<file path="src/core/fast_count_pkg.sv">
package fast_count_pkg;
  // ----------------------------------------------------------------
  // apb register map (byte addresses)
  // ----------------------------------------------------------------
  localparam logic [7:0] MODE_OFS = 8'h00;
  localparam logic [7:0] OUTCFG_OFS = 8'h04;
  localparam logic [7:0] CLEAR_OFS = 8'h08;
  localparam logic [7:0] THRESH1_OFS = 8'h0C;
  localparam logic [7:0] THRESH2_OFS = 8'h10;
  localparam logic [7:0] MOD0_OFS = 8'h14;
  localparam logic [7:0] RESULT0_OFS = 8'h24;
  localparam logic [7:0] STATUS_OFS = 8'h34;
  // ----------------------------------------------------------------
  // field layout of the per-channel mode byte
  // ----------------------------------------------------------------
  localparam int CH_CFG_W = 8;
  localparam int FLD_FUNC = 0;
  localparam int FLD_SUB = 3;
  localparam int FLD_EDGE = 5;
  localparam int FLD_DIR = 6;
  localparam int FLD_EN = 7;
  localparam logic [31:0] MODE_RST = 32'h0000_0000;
  localparam logic [31:0] OUTCFG_RST = 32'h0000_0000;
  // ----------------------------------------------------------------
  // channel functions
  // ----------------------------------------------------------------
  localparam logic [2:0] FN_OFF = 3'h0;
  localparam logic [2:0] FN_FREQ = 3'h1;
  localparam logic [2:0] FN_TOTAL = 3'h2;
  localparam logic [2:0] FN_PULSE = 3'h3;
  localparam logic [2:0] FN_QUAD = 3'h4;
  localparam logic [2:0] FN_TOT_RESET = 3'h5;
  localparam logic [2:0] FN_MARKER = 3'h6;
  // pulse sub-modes
  localparam logic [1:0] PS_WIDTH_HI = 2'h0;
  localparam logic [1:0] PS_WIDTH_LO = 2'h1;
  localparam logic [1:0] PS_PER_RISE = 2'h2;
  localparam logic [1:0] PS_PER_FALL = 2'h3;
  // special output sources
  localparam logic [1:0] OUT_DIGITAL = 2'h0;
  localparam logic [1:0] OUT_PWM = 2'h1;
  localparam logic [1:0] OUT_COMPARE = 2'h2;
  // ----------------------------------------------------------------
  // timing
  // ----------------------------------------------------------------
  localparam int CLK_HZ = 40_000_000;
  localparam int TICK_NS = 1000;
  localparam int TICK_CYCLES = CLK_HZ / 1_000_000 * TICK_NS / 1000;
  // frequency windows in 1 us ticks: 10 ms, 100 ms, 500 ms, 1 s
  localparam logic [31:0] WIN_US_0 = 32'h0000_2710;
  localparam logic [31:0] WIN_US_1 = 32'h0001_86A0;
  localparam logic [31:0] WIN_US_2 = 32'h0007_A120;
  localparam logic [31:0] WIN_US_3 = 32'h000F_4240;
  // hertz scale per window
  localparam logic [6:0] WIN_MUL_0 = 7'h64;
  localparam logic [6:0] WIN_MUL_1 = 7'h0A;
  localparam logic [6:0] WIN_MUL_2 = 7'h02;
  localparam logic [6:0] WIN_MUL_3 = 7'h01;

  // apb request bundle
  typedef struct packed {
    logic psel;
    logic penable;
    logic pwrite;
    logic [7:0] paddr;
    logic [31:0] pwdata;
  } apb_req_s;
endpackage

</file>
<file path="src/core/fast_count_channel.sv">
`timescale 1ns/1ps
// Summary of operation
// - four counter inputs, each frequency, totalize, pulse or quadrature
// - each counter result sits in a readable accumulator register
// - frequency mode writes cycles per second to the accumulator
// - four selectable frequency sample windows
// - totalize counts once per configured rising or falling edge
// - nonzero modulus wraps totalizer to zero after modulus minus one
// - zero modulus lets totalizer run the full 32-bit range
// - program clear bit holds totalizer at zero while set
// - inputs 3 and 4 reset totalizers 1 and 2 on chosen edge
// - hardware reset role only once its totalizer is configured
// - hardware reset applied within 100 us of its edge
// - outputs 1 and 2 go high when totalizer reaches threshold
// - each special output is digital, pwm or compare
// - threshold changes at run time; zero holds compare output low
// - pulse mode shows the last completed measurement
// - width modes count 1 us ticks high or low
// - period modes count 1 us ticks rising-rising or falling-falling
// - quadrature uses input pairs 1-2 and 3-4, counters 1 and 3
// - two direction settings for phase 1 leading phase 2
// - count-up on the four x4 quadrature edge cases
// - input 3 may be marker resetting quadrature counter 1
// - quadrature wraps to zero up, to modulus minus one down
// - one program bit clears, another loads modulus minus one
// - marker edge rising, falling or both zeroes quadrature count
module fast_count_channel
(
  // clock and reset
  input wire logic I_REF_CLK,
  input wire logic I_RST,
  // apb slave
  input wire logic I_PSEL,
  input wire logic I_PENABLE,
  input wire logic I_PWRITE,
  input wire logic [7:0] I_PADDR,
  input wire logic [31:0] I_PWDATA,
  output logic [31:0] O_PRDATA,
  output logic O_PREADY,
  output logic O_PSLVERR,
  // field pins and output sources
  input wire logic [3:0] I_COUNT_IN,
  input wire logic [1:0] I_DIGITAL_OUT,
  input wire logic [1:0] I_PWM_OUT,
  output logic O_SPECIAL_OUTPUT_ONE,
  output logic O_SPECIAL_OUTPUT_TWO
);

  // ----------------------------------------------------------------
  // registers
  // ----------------------------------------------------------------
  logic [31:0] mode_reg;
  logic [31:0] outcfg_reg;
  logic [3:0] clear_reg;
  logic [31:0] thresh_reg [2];
  logic [31:0] wrap_mod_reg [4];
  logic [31:0] acc_reg [4];
  logic [31:0] run_reg [4];
  logic [31:0] win_reg [4];
  logic [3:0] sync1_reg;
  logic [3:0] sync2_reg;
  logic [3:0] prev_reg;
  logic [5:0] tick_cnt_reg;
  logic [1:0] cmp_reg;
  fast_count_pkg::apb_req_s req;

  // ----------------------------------------------------------------
  // apb decode
  // ----------------------------------------------------------------
  wire wr_en = I_PSEL && I_PENABLE && I_PWRITE;
  wire [3:0] idx = I_PADDR[5:2];
  // misaligned addresses hit no register
  wire aligned = I_PADDR[1:0] == 2'h0;
  wire in_mod = aligned && I_PADDR >= fast_count_pkg::MOD0_OFS
                && I_PADDR < fast_count_pkg::RESULT0_OFS;
  wire in_res = aligned && I_PADDR >= fast_count_pkg::RESULT0_OFS
                && I_PADDR < fast_count_pkg::STATUS_OFS;
  wire [1:0] mod_sel = 2'(idx - 4'h5);
  wire [1:0] res_sel = 2'(idx - 4'h9);
  wire known = aligned && I_PADDR <= fast_count_pkg::STATUS_OFS;

  assign req = '{I_PSEL, I_PENABLE, I_PWRITE, I_PADDR, I_PWDATA};
  assign O_PREADY = 1'b1;
  assign O_PSLVERR = req.psel && req.penable && !known;

  // ----------------------------------------------------------------
  // 1 us tick and input synchroniser
  // ----------------------------------------------------------------
  // tick divider
  wire tick = tick_cnt_reg == 6'(fast_count_pkg::TICK_CYCLES - 1);
  wire [3:0] pin = sync2_reg;
  wire [3:0] rise = pin & ~prev_reg;
  wire [3:0] fall = ~pin & prev_reg;

  always_ff @(posedge I_REF_CLK)
  begin
    if (I_RST)
    begin
      tick_cnt_reg <= 6'h00;
      sync1_reg <= 4'h0;
      sync2_reg <= 4'h0;
      prev_reg <= 4'h0;
    end
    else
    begin
      tick_cnt_reg <= tick ? 6'h00 : tick_cnt_reg + 6'h01;
      sync1_reg <= I_COUNT_IN;
      sync2_reg <= sync1_reg;
      prev_reg <= sync2_reg;
    end
  end

  // ----------------------------------------------------------------
  // configuration writes
  // ----------------------------------------------------------------
  always_ff @(posedge I_REF_CLK)
  begin
    if (I_RST)
    begin
      mode_reg <= fast_count_pkg::MODE_RST;
      outcfg_reg <= fast_count_pkg::OUTCFG_RST;
      clear_reg <= 4'h0;
      thresh_reg[0] <= 32'h0000_0000;
      thresh_reg[1] <= 32'h0000_0000;
    end
    else if (wr_en)
    begin
      if (I_PADDR == fast_count_pkg::MODE_OFS)
        mode_reg <= I_PWDATA;
      if (I_PADDR == fast_count_pkg::OUTCFG_OFS)
        outcfg_reg <= {28'h0, I_PWDATA[3:0]};
      if (I_PADDR == fast_count_pkg::CLEAR_OFS)
        clear_reg <= I_PWDATA[3:0];
      if (I_PADDR == fast_count_pkg::THRESH1_OFS)
        thresh_reg[0] <= I_PWDATA;
      if (I_PADDR == fast_count_pkg::THRESH2_OFS)
        thresh_reg[1] <= I_PWDATA;
    end
  end

  // ----------------------------------------------------------------
  // per-channel counting
  // ----------------------------------------------------------------
  // per-channel function select
  genvar g;
  generate
    for (g = 0; g < 4; g++)
    begin : g_ch
      wire [7:0] cfg = mode_reg[g*8 +: 8];
      wire [2:0] func = cfg[fast_count_pkg::FLD_FUNC +: 3];
      wire [1:0] sub = cfg[fast_count_pkg::FLD_SUB +: 2];
      wire edge_fall = cfg[fast_count_pkg::FLD_EDGE];
      wire dir_dn = cfg[fast_count_pkg::FLD_DIR];
      wire [31:0] wmod = wrap_mod_reg[g];
      wire [31:0] wmax = wmod - 32'h1;
      wire cnt_edge = edge_fall ? fall[g] : rise[g];
      // hw reset from input g+2 for totalizers 1 and 2
      wire [7:0] rcfg = (g < 2) ? mode_reg[((g+2)%4)*8 +: 8] : 8'h00;
      wire rst_edge = rcfg[fast_count_pkg::FLD_EDGE] ? fall[(g+2)%4] : rise[(g+2)%4];
      // reset role honoured only when totalizer configured
      wire hw_rst = g < 2 && rcfg[2:0] == fast_count_pkg::FN_TOT_RESET
                    && func == fast_count_pkg::FN_TOTAL && rst_edge;
      // quadrature only on counters 1 and 3, phases g and g+1
      wire qa = pin[g];
      wire qb = pin[(g+1)%4];
      wire q_ok = (g == 0 || g == 2) && func == fast_count_pkg::FN_QUAD;
      wire fwd = (rise[g] && !qb) || (rise[(g+1)%4] && qa)
              || (fall[g] && qb) || (fall[(g+1)%4] && !qa);
      wire rev = (rise[g] && qb) || (rise[(g+1)%4] && !qa)
              || (fall[g] && !qb) || (fall[(g+1)%4] && qa);
      wire q_up = dir_dn ? rev : fwd;
      wire q_dn = dir_dn ? fwd : rev;
      // marker on input 3 for quadrature counter 1
      wire [7:0] mcfg = mode_reg[23:16];
      wire [1:0] msel = mcfg[fast_count_pkg::FLD_SUB +: 2];
      // marker edge: 0 rising, 1 falling, else both
      wire m_edge = msel == 2'h0 ? rise[2] : msel == 2'h1 ? fall[2] : (rise[2] | fall[2]);
      wire marker = g == 0 && mcfg[2:0] == fast_count_pkg::FN_MARKER && m_edge;
      wire [31:0] win_len = sub == 2'h0 ? fast_count_pkg::WIN_US_0
                          : sub == 2'h1 ? fast_count_pkg::WIN_US_1
                          : sub == 2'h2 ? fast_count_pkg::WIN_US_2 : fast_count_pkg::WIN_US_3;
      wire [6:0] win_mul = sub == 2'h0 ? fast_count_pkg::WIN_MUL_0
                         : sub == 2'h1 ? fast_count_pkg::WIN_MUL_1
                         : sub == 2'h2 ? fast_count_pkg::WIN_MUL_2 : fast_count_pkg::WIN_MUL_3;
      // pulse: gate level and closing edge
      wire p_lvl = sub == fast_count_pkg::PS_WIDTH_LO ? !pin[g] : pin[g];
      wire p_end = sub == fast_count_pkg::PS_WIDTH_HI ? fall[g]
                 : sub == fast_count_pkg::PS_WIDTH_LO ? rise[g]
                 : sub == fast_count_pkg::PS_PER_RISE ? rise[g] : fall[g];
      wire p_count = sub[1] || p_lvl;

      always_ff @(posedge I_REF_CLK)
      begin
        if (I_RST)
        begin
          acc_reg[g] <= 32'h0000_0000;
          run_reg[g] <= 32'h0000_0000;
          win_reg[g] <= 32'h0000_0000;
          wrap_mod_reg[g] <= 32'h0000_0000;
        end
        else
        begin
          if (wr_en && in_mod && mod_sel == 2'(g))
            wrap_mod_reg[g] <= I_PWDATA;
          unique case (func)
            fast_count_pkg::FN_FREQ:
            begin
              // edges per window scaled to hertz
              if (tick && win_reg[g] >= win_len - 32'h1)
              begin
                acc_reg[g] <= 32'(run_reg[g] * win_mul);
                run_reg[g] <= {31'h0, rise[g]};
                win_reg[g] <= 32'h0;
              end
              else
              begin
                run_reg[g] <= run_reg[g] + {31'h0, rise[g]};
                win_reg[g] <= win_reg[g] + {31'h0, tick};
              end
            end
            fast_count_pkg::FN_TOTAL:
            begin
              if (clear_reg[g])
                acc_reg[g] <= 32'h0;
              else if (hw_rst)
                acc_reg[g] <= 32'h0;
              else if (cnt_edge)
                acc_reg[g] <= (wmod != 32'h0 && acc_reg[g] >= wmax) ? 32'h0 : acc_reg[g] + 32'h1;
            end
            fast_count_pkg::FN_PULSE:
            begin
              if (p_end)
              begin
                acc_reg[g] <= run_reg[g];
                run_reg[g] <= 32'h0;
              end
              else if (tick && p_count)
                run_reg[g] <= run_reg[g] + 32'h1;
            end
            fast_count_pkg::FN_QUAD:
            begin
              if (!q_ok)
                acc_reg[g] <= 32'h0;
              else if (clear_reg[g])
                acc_reg[g] <= 32'h0;
              else if (clear_reg[(g+1)%4])
                acc_reg[g] <= wmax;
              else if (marker)
                acc_reg[g] <= 32'h0;
              else if (q_up)
                acc_reg[g] <= (wmod != 32'h0 && acc_reg[g] >= wmax) ? 32'h0 : acc_reg[g] + 32'h1;
              else if (q_dn)
                acc_reg[g] <= (wmod != 32'h0 && acc_reg[g] == 32'h0) ? wmax : acc_reg[g] - 32'h1;
            end
            default:
            begin
              acc_reg[g] <= acc_reg[g];
            end
          endcase
        end
      end
    end
  endgenerate

  // ----------------------------------------------------------------
  // compare outputs
  // ----------------------------------------------------------------
  always_ff @(posedge I_REF_CLK)
  begin
    if (I_RST)
      cmp_reg <= 2'h0;
    else
    begin
      cmp_reg[0] <= thresh_reg[0] != 32'h0 && acc_reg[0] >= thresh_reg[0]
                    && mode_reg[2:0] == fast_count_pkg::FN_TOTAL;
      cmp_reg[1] <= thresh_reg[1] != 32'h0 && acc_reg[1] >= thresh_reg[1]
                    && mode_reg[10:8] == fast_count_pkg::FN_TOTAL;
    end
  end

  assign O_SPECIAL_OUTPUT_ONE = outcfg_reg[1:0] == fast_count_pkg::OUT_COMPARE ? cmp_reg[0]
    : outcfg_reg[1:0] == fast_count_pkg::OUT_PWM ? I_PWM_OUT[0] : I_DIGITAL_OUT[0];
  assign O_SPECIAL_OUTPUT_TWO = outcfg_reg[3:2] == fast_count_pkg::OUT_COMPARE ? cmp_reg[1]
    : outcfg_reg[3:2] == fast_count_pkg::OUT_PWM ? I_PWM_OUT[1] : I_DIGITAL_OUT[1];

  // ----------------------------------------------------------------
  // read mux
  // ----------------------------------------------------------------
  // accumulators readable any time
  always_comb
  begin
    O_PRDATA = 32'h0;
    if (I_PADDR == fast_count_pkg::MODE_OFS)
      O_PRDATA = mode_reg;
    else if (I_PADDR == fast_count_pkg::OUTCFG_OFS)
      O_PRDATA = outcfg_reg;
    else if (I_PADDR == fast_count_pkg::CLEAR_OFS)
      O_PRDATA = {28'h0, clear_reg};
    else if (I_PADDR == fast_count_pkg::THRESH1_OFS)
      O_PRDATA = thresh_reg[0];
    else if (I_PADDR == fast_count_pkg::THRESH2_OFS)
      O_PRDATA = thresh_reg[1];
    else if (in_mod)
      O_PRDATA = wrap_mod_reg[mod_sel];
    else if (in_res)
      O_PRDATA = acc_reg[res_sel];
    else if (I_PADDR == fast_count_pkg::STATUS_OFS)
      O_PRDATA = {24'h0, 2'h0, cmp_reg, pin};
  end

endmodule

</file>
<file path="config.mk">
export PLATFORM = sky130hd
export DESIGN_NAME = fast_count_channel
export DESIGN_NICKNAME = d
export VERILOG_FILES = /design/src/core/fast_count_pkg.sv /design/src/core/fast_count_channel.sv
export SDC_FILE = /design/constraint.sdc
export NUM_CORES = 2
export LEC_CHECK = 0
export BUFFER_PORTS_ARGS = -buffer_cell sky130_fd_sc_hd__buf_2
export CAP_MARGIN = 5
export CORE_ASPECT_RATIO = 0.5
export CORE_MARGIN = 1.5
export CORE_UTILIZATION = 61
export CTS_CLUSTER_SIZE = 30
export DETAILED_ROUTE_END_ITERATION = 8
export GPL_TIMING_DRIVEN = 0
export PLACE_DENSITY_LB_ADDON = 0.12
export SYNTH_ARGS = -nofsm -noshare
export SYNTH_HDL_FRONTEND = slang
export SYNTH_SLANG_ARGS = --single-unit
</file>
<file path="constraint.sdc">
create_clock -name I_REF_CLK -period 18.4 [get_ports I_REF_CLK]
set_input_delay 1.84 -clock I_REF_CLK [delete_from_list [all_inputs] [get_ports I_REF_CLK]]
set_output_delay 1.84 -clock I_REF_CLK [all_outputs]
set_load 0.01 [all_outputs]
</file>
==> metrics.txt <==
NetSw 1.564 mW; WHS Path Cells 1; met1 usage 0.5605; WP depth 15; final clock skew 0.02901 ns; area of the multi-input gates 45940 um^2; final WL 232400 um; number of synthesized flops with an enable pin 576; vias per inst 6.525; placed inst area 71090 um^2; routing usage on met2 0.5713; max-cap viol count 0; startpoint types primary input; fill cell total of the finished layout 9237; Die Area 114400 um^2; core area 110700 um^2; global route overflow 0; maximum number of pins on one net before global-route repair 34; worst endpoint required time 16.56 ns; final net count 8913; leak pwr 30.39 nW; Top cell by count, worst path clkbuf_1; min-delay worst type register to register; setup TNS 0 ns; DRC Markers 0; fin. max-slew vios 0; fin area 73560 um^2; Logic pwr share 0.276; FF-to-FF path depth 22; first-pass GRT wire length 347200 um; critical path class primary input to output pin; internal power 3.018 mW; most common cell after layout, fill and taps aside nand2_1; CP bufs+invs 9; Final ANT Viol Nets 0; gp weighted congestion 1.059; area of the mapped netlist 68460 um^2; # rows 86; I/O Buffers 86; fmax 99.91 MHz; Clock power frac 0.340; Mean Syn Cell Area 8.891 um^2; layout cells sized above 1 0.04916; Crit. End Element output pin; quantity of gates resized following cts 0; Worst Path Arrival 8.17 ns; vias after detailed routing 61570; H-Tree Depth 3; CP max stage cell a221oi_1; Synth Warn # 0; number of setup buffers added after CTS 0; Routed WL per cell 24.63 um; CTS buffer count 68; status complete, no violations; power per cell area 62.28 nW/um^2; most frequent cells in the layout 798 x nand2_1, 642 x inv_1, 599 x nor2_1; grt met3 use 0.1271; Die H 239.9 um; Slew headroom 0.06774; FF/Latch Area 18500 um^2; Layout area overhead 7.449%; Main synth FF type edfxtp_1; final hold vios 0; Max IR drop VDD 0.00006309 V; Seq/Total Area, Yosys 0.2702; Period minus WS final 10.01 ns; # IOs 89; Die X 476.8 um; CTS tree yes; Sink Count 636; HPWL Detailed 183500 um; Clock Pin Slew Worst Setup and Hold Paths 0.07 ns; Max stage delay on crit path 0.68 ns; final-report setup violation count 0; clock root cell clkbuf_16; gr usage total 0.3996; initial antenna violation count 7; Post-Synthesis Cells 7700; # hold bufs at CTS 0; vias in the first global route 56710; CP delay by family, top buffers and inverters; initial core utilization 0.6183; measured slew at the worst slew-check pin 1.398 ns; #FFs+latches synth 636; RSZ-0062 raised after global routing false; fin crit share 0.5440; initial drt markers 8254; First-pass DRT Iterations 7; Clk Latency, worst-skew pair 0.69 ns; busiest grt layer met2; Flop pwr share 0.384; cell breakdown of the critical path buf_2 > clkbuf_1 > buf_1 > clkbuf_1 > inv_1 > ha_1 > clkbuf_1 > clkbuf_1 > clkbuf_1 > mux4_2 > a22oi_1 > nor2_1 > a221oi_1 > o21ai_0 > buf_2; Switching Share 0.3414; Worst Path Max Fanout 10; Async SR Flop Fraction 0; clk buf depth 3; Synth cell types 100
[synthesized netlist by cell type (all sizes together), types with 264 or more instances]
master | count | area share
xnor2 | 264 | 0.034
ha | 573 | 0.10
and2 | 299 | 0.027
a21oi | 394 | 0.029
o21ai | 394 | 0.029
clkbuf | 394 | 0.022
fa | 406 | 0.12
nand2 | 800 | 0.044
nor2 | 599 | 0.033
xor2 | 311 | 0.040
inv | 642 | 0.035
edfxtp | 576 | 0.25
[final cells by class]
| type | instances | share of cell area |
|---|---|---|
| Clock inverter | 39 | 0.006905 |
| Antenna cell | 6 | 0.0002041 |
| Timing Repair Buffer | 104 | 0.01007 |
| Buffer | 436 | 0.02305 |
| Tap cell | 1496 | 0.02544 |
| Sequential cell | 636 | 0.2514 |
| Clock buffer | 84 | 0.02565 |
| Multi-Input combinational cell | 5992 | 0.6244 |
| Inverter | 643 | 0.03281 |
[routing by layer]
metal  part of all wire  vias to the layer above
li1                   -                    27610
met1               0.40                    29400
met2               0.41                     3958
met3               0.14                      594
met4              0.045                        6
met5            0.00034                        -
[worst paths after layout]
path	slack (ns)	start	endpoint
worst min-delay path	0.44	sync1_reg[2]$_SDFF_PP0_	pin[2]$_SDFF_PP0_
worst max register to register	9.99	mode_reg[12]$_SDFFE_PP0P_	acc_reg[1][30]$_SDFFCE_PP0P_
worst max-delay path	8.39	I_PADDR[2]	O_PRDATA[31]
worst min register to register	0.44	sync1_reg[2]$_SDFF_PP0_	pin[2]$_SDFF_PP0_
[cells by family (layout without fill, tap and decap cells)]
family	after synthesis	after routing	synth area share
mux	91	91	0.02507
buf+inv	1079	1306	0.06002
xor+xnor	575	575	0.07356
simple gates	2790	2790	0.2019
flops	636	636	0.2702
other cells	1	14	0.00005477
compound gates	1549	1549	0.1458
fa+ha+maj	979	979	0.2234
[power by group through the flow]
stage	combinational [mW]	sequential (mW)	clock [mW]
CTS	1.24	1.75	1.55
floorplan	0.928	1.73	0
finish	1.26	1.76	1.56
global route	1.40	1.76	1.60
global placement	1.21	1.78	0
detailed placement	1.23	1.78	0
[metrics by stage]
step,instances,utilization,hold WS [ns],power (mW),setup WS (ns)
floorplan,7707,-,0.4138,2.655,10.85
global placement,9289,0.6394,0.4247,2.987,8.678
detailed placement,9304,0.6421,0.4246,3.009,8.669
CTS,9427,0.6637,0.4399,4.539,8.664
global route,9431,0.6643,0.4587,4.764,8.300
finish,9436,0.6644,0.4405,4.582,8.391
(Power assumes the default switching activity.)
